==> src/plq_pkg.sv <==
package plq_pkg;
    // ****************************************
    // Qualification counts
    // ****************************************
    localparam int unsigned N_ACQ_CYCLES   = 32;
    localparam int unsigned N_TRK_CYCLES   = 128;
    localparam int unsigned CNT_W          = 8;
    localparam logic [CNT_W-1:0] CNT_ZERO  = 8'h00;
    localparam logic [CNT_W-1:0] CNT_ONE   = 8'h01;
    localparam logic [CNT_W-1:0] ACQ_LAST  = CNT_W'(N_ACQ_CYCLES - 1);
    localparam logic [CNT_W-1:0] TRK_LAST  = CNT_W'(N_TRK_CYCLES - 1);
    localparam logic RST_FLAG              = 1'b0;

    // ****************************************
    // Qualification states
    // ****************************************
    typedef enum logic [1:0] {
        PLQ_OFF   = 2'b00,
        PLQ_ACQ   = 2'b01,
        PLQ_TRK   = 2'b11,
        PLQ_LOCK  = 2'b10
    } plq_state_t;
endpackage

==> src/plq_win_if.sv <==
`timescale 1ns/1ps
`default_nettype none
interface plq_win_if;
    // ****************************************
    // Window counter control and result
    // ****************************************
    logic tick;
    logic in_tol;
    logic clear;
    logic [7:0] last;
    logic done;
    modport ctrl (output tick, output in_tol, output clear, output last, input done);
    modport cnt  (input tick, input in_tol, input clear, input last, output done);
endinterface
`default_nettype wire

==> src/plq_win_cnt.sv <==
`timescale 1ns/1ps
`default_nettype none
module plq_win_cnt
    import plq_pkg::*;
(
    input  wire logic ref_clk_in,
    input  wire logic sys_rst_in,
    plq_win_if.cnt    win
);
    logic [CNT_W-1:0] cnt_reg;
    logic [CNT_W-1:0] cnt_next;
    logic             done_reg;
    logic             done_next;

    // ****************************************
    // Window count over reference periods
    // ****************************************
    always_comb begin
        cnt_next  = cnt_reg;
        done_next = 1'b0;
        if (win.clear) begin
            cnt_next = CNT_ZERO;
        end else if (win.tick) begin
            if (!win.in_tol) begin
                cnt_next = CNT_ZERO;
            end else if (cnt_reg == win.last) begin
                cnt_next  = CNT_ZERO;
                done_next = 1'b1;
            end else begin
                cnt_next = cnt_reg + CNT_ONE;
            end
        end
    end

    always_ff @(posedge ref_clk_in) begin
        if (sys_rst_in) begin
            cnt_reg  <= CNT_ZERO;
            done_reg <= RST_FLAG;
        end else begin
            cnt_reg  <= cnt_next;
            done_reg <= done_next;
        end
    end

    assign win.done = done_reg;
endmodule
`default_nettype wire

==> src/plq_top.sv <==
// Behaviour
// - In automatic mode, lock-done status bit sets when lock interval ends.
// - Intervals count whole reference periods and end on a period boundary.
// - Leave acquisition after a fixed count of in-tolerance reference cycles.
// - Declare lock after a second fixed count within lock tolerance.
// - Tolerance is judged on every reference period; one out-of-tolerance period restarts the window.
// - Order after enable: acquisition, then tracking, then lock-done.
// - In automatic mode, acquisition-done bit sets when acquisition ends.
// - In automatic mode, every lock-done change sets event flag; request only when enabled.
// - Outside automatic mode requests are suppressed and event flag reads zero.
// - Halved VCO base clock selection is accepted even while unlocked.
`timescale 1ns/1ps
`default_nettype none
module plq_top
    import plq_pkg::*;
(
    input  wire logic ref_clk_in,
    input  wire logic sys_rst_in,
    input  wire logic pll_on_in,
    input  wire logic auto_mode_in,
    input  wire logic ref_tick_in,
    input  wire logic trk_tol_in,
    input  wire logic lock_tol_in,
    input  wire logic pll_interrupt_enable_in,
    input  wire logic event_flag_clr_in,
    input  wire logic base_clock_select_in,
    output logic      acq_done_out,
    output logic      lock_done_out,
    output logic      tracking_out,
    output logic      pll_event_flag_out,
    output logic      pll_irq_out,
    output logic      base_clock_select_out
);
    plq_state_t       state_reg;
    plq_state_t       state_next;
    logic             acq_reg;
    logic             acq_next;
    logic             lock_reg;
    logic             lock_next;
    logic             trk_reg;
    logic             trk_next;
    logic             flag_reg;
    logic             flag_next;
    logic             bcs_reg;
    logic             bcs_next;
    logic             run_en;
    logic             lock_lost;
    logic             lock_edge;

    plq_win_if win ();

    // ****************************************
    // Helper decodes
    // ****************************************
    function automatic logic in_acq(input plq_state_t st);
        return st == PLQ_ACQ;
    endfunction

    function automatic logic win_idle(input plq_state_t st);
        return (st == PLQ_OFF) || (st == PLQ_LOCK);
    endfunction

    // ****************************************
    // Window counter
    // ****************************************
    plq_win_cnt u_win (
        .ref_clk_in (ref_clk_in),
        .sys_rst_in (sys_rst_in),
        .win        (win)
    );

    // ****************************************
    // Qualification enable
    // ****************************************
    assign run_en = pll_on_in && auto_mode_in;

    // ****************************************
    // Lock loss detect
    // ****************************************
    assign lock_lost = (state_reg == PLQ_LOCK) && ref_tick_in && !lock_tol_in;

    // ****************************************
    // Window control
    // ****************************************
    always_comb begin
        win.tick  = ref_tick_in;
        win.clear = !run_en || win_idle(state_reg);
        if (in_acq(state_reg)) begin
            win.in_tol = trk_tol_in;
            win.last   = ACQ_LAST;
        end else begin
            win.in_tol = lock_tol_in;
            win.last   = TRK_LAST;
        end
    end

    // ****************************************
    // Qualification sequence
    // ****************************************
    always_comb begin
        state_next = state_reg;
        acq_next   = acq_reg;
        lock_next  = lock_reg;
        if (!run_en) begin
            state_next = PLQ_OFF;
            acq_next   = 1'b0;
            lock_next  = 1'b0;
        end else begin
            case (state_reg)
                PLQ_OFF: begin
                    state_next = PLQ_ACQ;
                end
                PLQ_ACQ: begin
                    if (win.done) begin
                        state_next = PLQ_TRK;
                        acq_next   = 1'b1;
                    end
                end
                PLQ_TRK: begin
                    if (win.done) begin
                        state_next = PLQ_LOCK;
                        lock_next  = 1'b1;
                    end
                end
                PLQ_LOCK: begin
                    if (lock_lost) begin
                        state_next = PLQ_TRK;
                        lock_next  = 1'b0;
                    end
                end
                default: begin
                    state_next = PLQ_OFF;
                    acq_next   = 1'b0;
                    lock_next  = 1'b0;
                end
            endcase
        end
    end

    always_ff @(posedge ref_clk_in) begin
        if (sys_rst_in) begin
            state_reg <= PLQ_OFF;
            acq_reg   <= RST_FLAG;
            lock_reg  <= RST_FLAG;
        end else begin
            state_reg <= state_next;
            acq_reg   <= acq_next;
            lock_reg  <= lock_next;
        end
    end

    // ****************************************
    // Tracking status
    // ****************************************
    always_comb begin
        trk_next = (state_next == PLQ_TRK) || (state_next == PLQ_LOCK);
    end

    always_ff @(posedge ref_clk_in) begin
        if (sys_rst_in) begin
            trk_reg <= RST_FLAG;
        end else begin
            trk_reg <= trk_next;
        end
    end

    // ****************************************
    // Event flag
    // ****************************************
    assign lock_edge = lock_next != lock_reg;

    always_comb begin
        flag_next = flag_reg;
        if (event_flag_clr_in) begin
            flag_next = 1'b0;
        end
        if (lock_edge) begin
            flag_next = 1'b1;
        end
        if (!auto_mode_in) begin
            flag_next = 1'b0;
        end
    end

    always_ff @(posedge ref_clk_in) begin
        if (sys_rst_in) begin
            flag_reg <= RST_FLAG;
        end else begin
            flag_reg <= flag_next;
        end
    end

    // ****************************************
    // Base clock select
    // ****************************************
    always_comb begin
        bcs_next = base_clock_select_in && pll_on_in;
    end

    always_ff @(posedge ref_clk_in) begin
        if (sys_rst_in) begin
            bcs_reg <= RST_FLAG;
        end else begin
            bcs_reg <= bcs_next;
        end
    end

    // ****************************************
    // Status outputs
    // ****************************************
    assign acq_done_out          = acq_reg;
    assign lock_done_out         = lock_reg;
    assign tracking_out          = trk_reg;

    // ****************************************
    // Event and clock outputs
    // ****************************************
    assign pll_event_flag_out    = flag_reg && auto_mode_in;
    assign pll_irq_out           = flag_reg && auto_mode_in && pll_interrupt_enable_in;
    assign base_clock_select_out = bcs_reg;
endmodule
`default_nettype wire

==> config.mk <==
export PLATFORM = sky130hd
export DESIGN_NAME = plq_top
export DESIGN_NICKNAME = d
export VERILOG_FILES = /design/src/plq_pkg.sv /design/src/plq_win_if.sv /design/src/plq_win_cnt.sv /design/src/plq_top.sv
export SDC_FILE = /design/constraint.sdc
export NUM_CORES = 1
export LEC_CHECK = 0
export BUFFER_PORTS_ARGS = -buffer_cell sky130_fd_sc_hd__buf_2
export CORE_UTILIZATION = 35
export CTS_CLUSTER_SIZE = 24
export DETAILED_ROUTE_END_ITERATION = 7
export GPL_ROUTABILITY_DRIVEN = 0
export PLACE_DENSITY = 0.58
export SLEW_MARGIN = 20
export SYNTH_ARGS = -nofsm -noshare
export SYNTH_HDL_FRONTEND = slang
export SYNTH_SLANG_ARGS = --single-unit
==> constraint.sdc <==
create_clock -name ref_clk_in -period 1.7 [get_ports ref_clk_in]
set_input_delay 0.255 -clock ref_clk_in [delete_from_list [all_inputs] [get_ports ref_clk_in]]
set_output_delay 0.255 -clock ref_clk_in [all_outputs]
set_load 0.005 [all_outputs]
==> summary.md, run 1 <==
| Metric | Value |
|---|---|
| Asr flop ratio synth | 0% |
| Buffers on Ports | 15 |
| Hold Path Depth | 2 |
| Hold endpoint | base_clock_select_out |
| DRT iter0 DRCs | 6 |
| Gr usage total | 14.1% |
| DR top layer | met4 |
| Reg2Reg Capture Point | u_win.cnt_reg[5] |
| Core Footprint | 2020 µm² |
| Ports | 16 |
| Main combinational cell family by area after synthesis | simple AND/OR/NAND/NOR gates |
| Fin crit share | 87.4% |
| Area of the mapped netlist | 771 µm² |
| Distinct cells, synth | 30 |
| Max incr delay on CP | 0.50 ns |
| # rows | 16 |
| Ranking of synthesized cells by area | dfxtp_1, nor2_1, nand2_1, nand3_1, a31oi_1 |
| Initial Util | 38.1% |
| Max-cap violations | 0 |
| Achievable Freq | 0.673 GHz |
| Area growth, synth to finish | 20.5% |
| WL/cell | 10.4 µm |
| Final hold vios | 0 |
| Slew margin rel. | 73.8% |
| Synth Register Bits | 16 |
| Clock Skew | 0.00420 ns |
| Most used DFF post-synth | dfxtp_1 |
| Detailed-router iteration count before antenna repair | 4 |
| Vias | 688 |
| Reg2Reg Setup Slack | 0.21 ns |
| Post-synthesis adder-cell area fraction | 1.62% |
| Nets@finish | 126 |
| TritonCTS clock tree | built |
| Met3 wire length | 54 µm |
| Internal power | 528 µW |
| Final worst slack | 0.214 ns |
| Syn avg cell area | 8.20 µm² |
| GRT overflow | 0 |
| Synth top area share | 41.6% |
| Worst Path Arrival | 1.66 ns |
| Horiz. Die Dim | 48.9 µm |
| Outcome | finished, final reports clean |
| Global-route wire length before repair | 2.58 mm |
| Total Routed Length | 1.47 mm |
| Max reg flops | 8 |
| Cts bufs inserted | 3 |
| WL met2 | 628 µm |
| Die area | 2390 µm² |
| Data required time of the critical path | 1.87 ns |
| Vias in the first global route | 639 |
| Post-CTS Setup Inserts | 0 |
| CP Max Fanout | 7 |
| Worst Tran Pin Value | 0.389 ns |
| Vias per inst | 4.88 |
| Crit Path Category | reg -> reg |
| Pre-CTS setup slack | 0.170 ns |
| Worst-path clk slew | 0.09 ns |
| # DRC | 0 |
| Initial antenna violation count | 0 |
| Crit-path leading delay family | compound AO/OA/AOI/OAI gates |
| Simple-Gate Fraction of Synth Area | 36.7% |
| PwrDens | 718 nW/µm² |
| Routed Antenna Nets | 0 |
| Setup TNS | 0 ns |
| Layout cells sized above 1 | 22.8% |
| CP Capture Type | flip-flop |
| Hold crit path type | in -> reg |
| RSZ-0062 raised after global routing | false |
| P_leak | 0.000360 µW |
| Crit-path most repeated cell | o21ai_0 |
| Tmin final | 1.49 ns |
| Sequential share of power | 56.7% |
| Post-Synthesis Cells | 94 |
| Post-synth EDFFs | 0 |
| Clk_lat worst skew | 0.28 ns |
| Number of setup violations in the final report | 0 |
| Worst VDD drop | 0.000643 V |
| Fin. max-slew vios | 0 |
| Longest Clk Path Bufs | 2 |
| R2R Path Start | u_win.cnt_reg[5] |
| R2r worst-path depth | 5 |
| Met1 WL | 763 µm |
| Worst setup SP type | flip-flop |
| # fillers | 207 |
| Cell taking the most area after synthesis | dfxtp_1 |
| Worst path slowest cell | or4b_1 |
| Hold_sp | base_clock_select_in |
| Sw Pwr | 139 µW |
| Clock sink count | 16 |
| Synth Area in XOR/XNOR | 0% |
| # diodes | 0 |
| Largest net degree at the start of global routing | 10 |
| Clk pwr share | 36.4% |
| Hold Slack | 0.169 ns |
| Vert. Die Dim | 48.9 µm |
| Critical path cell sequence | or4b_1 -> o21ai_0 -> a21oi_4 -> o21ai_0 -> o31ai_1 |
| Root buffer cell | clkbuf_4 |
| Sequential share of the synthesized area | 41.6% |
| Synth Area in Compound Gates | 13.6% |
| Post-synthesis mux area share | 4.55% |
| H-Tree Depth | 1 |
| WP buf/inv | 0 |
| Synth warnings | 0 |
| Post-Syn Nets | 105 |
| Combinational Power Share | 6.9% |
| Hpwl dp | 1.14 mm |
| Sw Share | 20.9% |
[worst max path at each step]
stage / startpoint / endpoint / slack, ns / cells past startpoint
after detailed placement: state_reg[0] / u_win.cnt_reg[7] / 0.17 / 5
after CTS: state_reg[0] / u_win.cnt_reg[7] / 0.15 / 5
after global routing: state_reg[0] / u_win.cnt_reg[3] / 0.08 / 5
final: u_win.cnt_reg[5] / u_win.cnt_reg[5] / 0.21 / 5
after global placement: state_reg[0] / u_win.cnt_reg[6] / 0.22 / 5
after floorplan: state_reg[0] / u_win.cnt_reg[3] / 0.27 / 4
[repair_timing]
item / CTS / global route
resized for setup: 0 / 1
hold buffers: 0 / 0
endpoints found under the setup margin: 0 / 1
[per-stage QoR]
| stage | utilization [%] | total power, µW | area (µm²) | cells |
|---|---|---|---|---|
| 3_3_place_gp | 44.1 | 432 | 891 | 137 |
| 3_5_place_dp | 44.1 | 433 | 891 | 137 |
| 2_1_floorplan | - | 413 | 771 | 94 |
| 6_report | 45.9 | 667 | 928 | 141 |
| 4_1_cts | 45.9 | 681 | 927 | 141 |
| 5_1_grt | 45.9 | 707 | 928 | 141 |
[cells in the mapped netlist, types with 3 or more instances]
| library cell | number |
|---|---|
| nand3_1 | 7 |
| nand2_1 | 12 |
| a31oi_1 | 4 |
| o21ai_0 | 4 |
| nor3b_1 | 3 |
| inv_1 | 3 |
| dfxtp_1 | 16 |
| nor2_1 | 13 |
| a21oi_1 | 4 |
[final cells by class]
type | instances | area, µm² | share of cell area, %
repair buffers | 17 | 90.1 | 9.70
flip-flops and latches | 16 | 322 | 34.6
well taps | 27 | 33.8 | 3.64
inverters | 3 | 11.3 | 1.21
multi-input cells | 74 | 435 | 46.9
clock buffers | 4 | 36.3 | 3.91
[per-layer routing]
layer	up-vias	track usage [%]
li1	375	-
met1	300	18.1
met2	9	20.6
met3	4	5.92
met4	0	5.88
met5	-	0
[worst reg2reg max path, cell delays in order (launching register included)]
cell	delay [ns]
dfxtp_1	0.36
or4b_1	0.50
o21ai_0	0.18
a21oi_4	0.14
o21ai_0	0.11
o31ai_1	0.09
[kinds of logic after synthesis]
| family | count (synthesis) |
|---|---|
| multiplexers | 3 |
| buffers and inverters | 4 |
| AO/OA/AOI/OAI | 16 |
| adder cells (fa/ha/maj) | 1 |
| flip-flops | 16 |
| AND/OR/NAND/NOR | 54 |
[power by group through the flow]
| stage | logic (µW) | clock network (µW) | registers [µW] |
|---|---|---|---|
| finish | 45.8 | 243 | 378 |
| global route | 51.2 | 277 | 379 |
| CTS | 45.9 | 257 | 378 |
| detailed placement | 45.7 | 0 | 387 |
| global placement | 45.6 | 0 | 387 |
| floorplan | 25.8 | 0 | 387 |
[cells in the final DEF (no fill, tap or decap)]
master,Yosys,layout
o31ai_1,1,1
nand3_1,7,7
nor3_1,2,2
or3_1,1,1
ha_1,1,1
a31oi_1,4,4
a21oi_4,1,1
dfxtp_2,0,1
clkbuf_4,0,3
and2_1,2,2
and4b_1,1,1
a21oi_1,4,4
nand4_1,2,2
and4_1,1,1
nor2_1,13,13
or4b_1,1,1
nor2b_2,1,1
a311oi_1,1,1
nor2b_1,2,2
clkbuf_8,0,1
dfxtp_1,16,15
mux2_4,1,1
and3_1,1,1
o21ai_0,4,4
a22oi_1,1,1
nand2b_1,2,2
or2_2,1,1
buf_4,0,2
nand2_1,12,12
buf_2,0,15
inv_1,3,3
mux2i_1,2,2
nor3b_1,3,3
nand3b_1,2,2
Power figures use the tool's default switching activity.
==> run 2, diff against run 1 <==
PLACE_DENSITY = not set   (was 0.58)
clock period = 1.55 ns   (was 1.7 ns; I/O delays follow)
==> run 2 against run 1 <==
- count of clock-buffer cells in the layout unchanged
- cell area increased by 3.1%
- critical path depth stayed put
- sequential power is 9.5% higher
- combinational power grew 18%
- sequential share of layout area shrank 1.2 points
- critical path type unchanged
- largest cell class unchanged
==> summary.md, run 2 (synthesized netlist as in run 1, its figures left out) <==
| Metric | Value |
|---|---|
| Finished Layout Cells | 145 (was 141) |
| Die area | 2390 µm² (unchanged) |
| Resized Gates After CTS | 0 (unchanged) |
| Nets@finish | 130 (was 126) |
| Layout cells sized above 1 | 24.6% (was 22.8%) |
| Global-route wire length before repair | 2.66 mm (was 2.58 mm) |
| # rows | 16 (unchanged) |
| Outcome | finished, final reports clean (unchanged) |
| Slew margin rel. | 74.4% (was 73.8%) |
| Fin. max-slew vios | 0 (unchanged) |
| Clk_lat worst skew | 0.29 ns (was 0.28 ns) |
| GRT overflow | 0 (unchanged) |
| Number of setup violations in the final report | 0 (unchanged) |
| Core Footprint | 2020 µm² (unchanged) |
| Gr usage total | 14.5% (was 14.1%) |
| Worst VDD drop | 0.000579 V (was 0.000643 V) |
| DRT iter0 DRCs | 12 (was 6) |
| Data required time of the critical path | 1.77 ns (was 1.87 ns) |
| Multi-input gate area | 435 µm² (unchanged) |
| TritonCTS clock tree | built (unchanged) |
| RSZ-0062 raised after global routing | false (unchanged) |
| Root buffer cell | clkbuf_4 (unchanged) |
| Crit-path leading delay family | multiplexers (was compound AO/OA/AOI/OAI gates) |
| Cts bufs inserted | 3 (unchanged) |
| Longest Clk Path Bufs | 2 (unchanged) |
| Most frequent cells in the layout | dfxtp_1, buf_2, nor2_1 (unchanged) |
| WP buf/inv | 0 (unchanged) |
| Max reg flops | 8 (unchanged) |
| # hold bufs at CTS | 0 (unchanged) |
| Post-CTS Setup Inserts | 0 (unchanged) |
| Max incr delay on CP | 0.37 ns (was 0.50 ns) |
| Total Routed Length | 1.60 mm (was 1.47 mm) |
| Initial Util | 38.1% (unchanged) |
| # diodes | 0 (unchanged) |
| WL/cell | 11.0 µm (was 10.4 µm) |
| H-Tree Depth | 1 (unchanged) |
| Horiz. Die Dim | 48.9 µm (unchanged) |
| CP Max Fanout | 7 (unchanged) |
| Dpl cells | 141 (was 137) |
| Sequential Area | 320 µm² (was 322 µm²) |
| Tmin final | 1.46 ns (was 1.49 ns) |
| Detailed-router iteration count before antenna repair | 4 (unchanged) |
| Buffers on Ports | 15 (unchanged) |
| Worst setup SP type | flip-flop (unchanged) |
| Largest net degree at the start of global routing | 10 (unchanged) |
| PwrDens | 788 nW/µm² (was 718 nW/µm²) |
| Setup TNS | 0 ns (unchanged) |
| Hpwl dp | 1.19 mm (was 1.14 mm) |
| Worst-path clk slew | 0.10 ns (was 0.09 ns) |
| Hold crit path type | in -> reg (unchanged) |
| Clock Skew | 0.00366 ns (was 0.00420 ns) |
| Achievable Freq | 0.683 GHz (was 0.673 GHz) |
| Critical path cell sequence | nor2b_2 -> mux2_4 -> a21oi_4 -> nand3_1 -> a31oi_1 (was or4b_1 -> o21ai_0 -> a21oi_4 -> o21ai_0 -> o31ai_1) |
| P_leak | 0.000381 µW (was 0.000360 µW) |
| Routed Antenna Nets | 0 (unchanged) |
| Worst Tran Pin Value | 0.380 ns (was 0.389 ns) |
| Final hold vios | 0 (unchanged) |
| CP Capture Type | flip-flop (unchanged) |
| # DRC | 0 (unchanged) |
| Vias in the first global route | 611 (was 639) |
| Commonest non-fill, non-tap cell in the layout | dfxtp_1 |
| Max-cap violations | 0 (unchanged) |
| Clock sink count | 16 (unchanged) |
| Vias | 718 (was 688) |
| Worst Path Arrival | 1.69 ns (was 1.66 ns) |
| Vert. Die Dim | 48.9 µm (unchanged) |
| # fillers | 215 (was 207) |
| Crit Path Category | reg -> reg (unchanged) |
| Fin crit share | 94.5% (was 87.4%) |
| Initial antenna violation count | 0 (unchanged) |
| Ports | 16 (unchanged) |
| Area growth, synth to finish | 24.2% (was 20.5%) |
| Vias per inst | 4.95 (was 4.88) |
| Worst path slowest cell | mux2_4 (was or4b_1) |
==> run 2: cell count changes in the layout (fill, tap and decap cells not counted) <==
cell / change
dfxtp_2: -1
dfxtp_1: +1
buf_4: +4
==> run 2: layer usage <==
metal,part of all wire (%),global-route usage (%),up-vias,wire (µm)
li1,-,-,383,-
met1,56,20.3,315,892
met2,38,20.8,16,613
met3,3.5,3.74,4,56
met4,2.1,5.88,0,34
met5,0,0,-,0
==> run 2: power by group <==
| part | switching, µW | total (µW) | internal [µW] |
|---|---|---|---|
| Clock | 143 | 286 | 143 |
| Sequential | 0.842 | 414 | 413 |
| Combinational | 29.7 | 54.0 | 24.3 |
| Total | 173 | 754 | 581 |
==> run 2: area by class of cell <==
class | instances | area share, %
repair buffers | 21 | 12.5
flip-flops and latches | 16 | 33.5
clock buffers | 4 | 3.79
inverters | 3 | 1.18
multi-input cells | 74 | 45.5
well taps | 27 | 3.53
==> run 2: path summary, 6_finish.rpt <==
kind                            cells after the start                     to  slack (ns)            startpoint
worst max register to register                      5       u_win.cnt_reg[6]        0.09          state_reg[0]
worst min-delay path                                2  base_clock_select_out        0.13  base_clock_select_in
worst min register to register                      2               flag_reg        0.48              flag_reg
worst max-delay path                                5       u_win.cnt_reg[6]        0.09          state_reg[0]
==> run 2: through the flow <==
step | utilization (%) | worst slack (ns) | area, µm² | hold WS [ns] | total power, µW
global route | 47.3 | 0.0176 | 957 | 0.124 | 786
CTS | 47.3 | 0.0962 | 957 | 0.131 | 758
detailed placement | 45.5 | 0.113 | 921 | 0.442 | 477
global placement | 45.5 | 0.124 | 921 | 0.441 | 476
floorplan | - | 0.119 | 771 | 0.337 | 453
finish | 47.3 | 0.0852 | 957 | 0.134 | 754
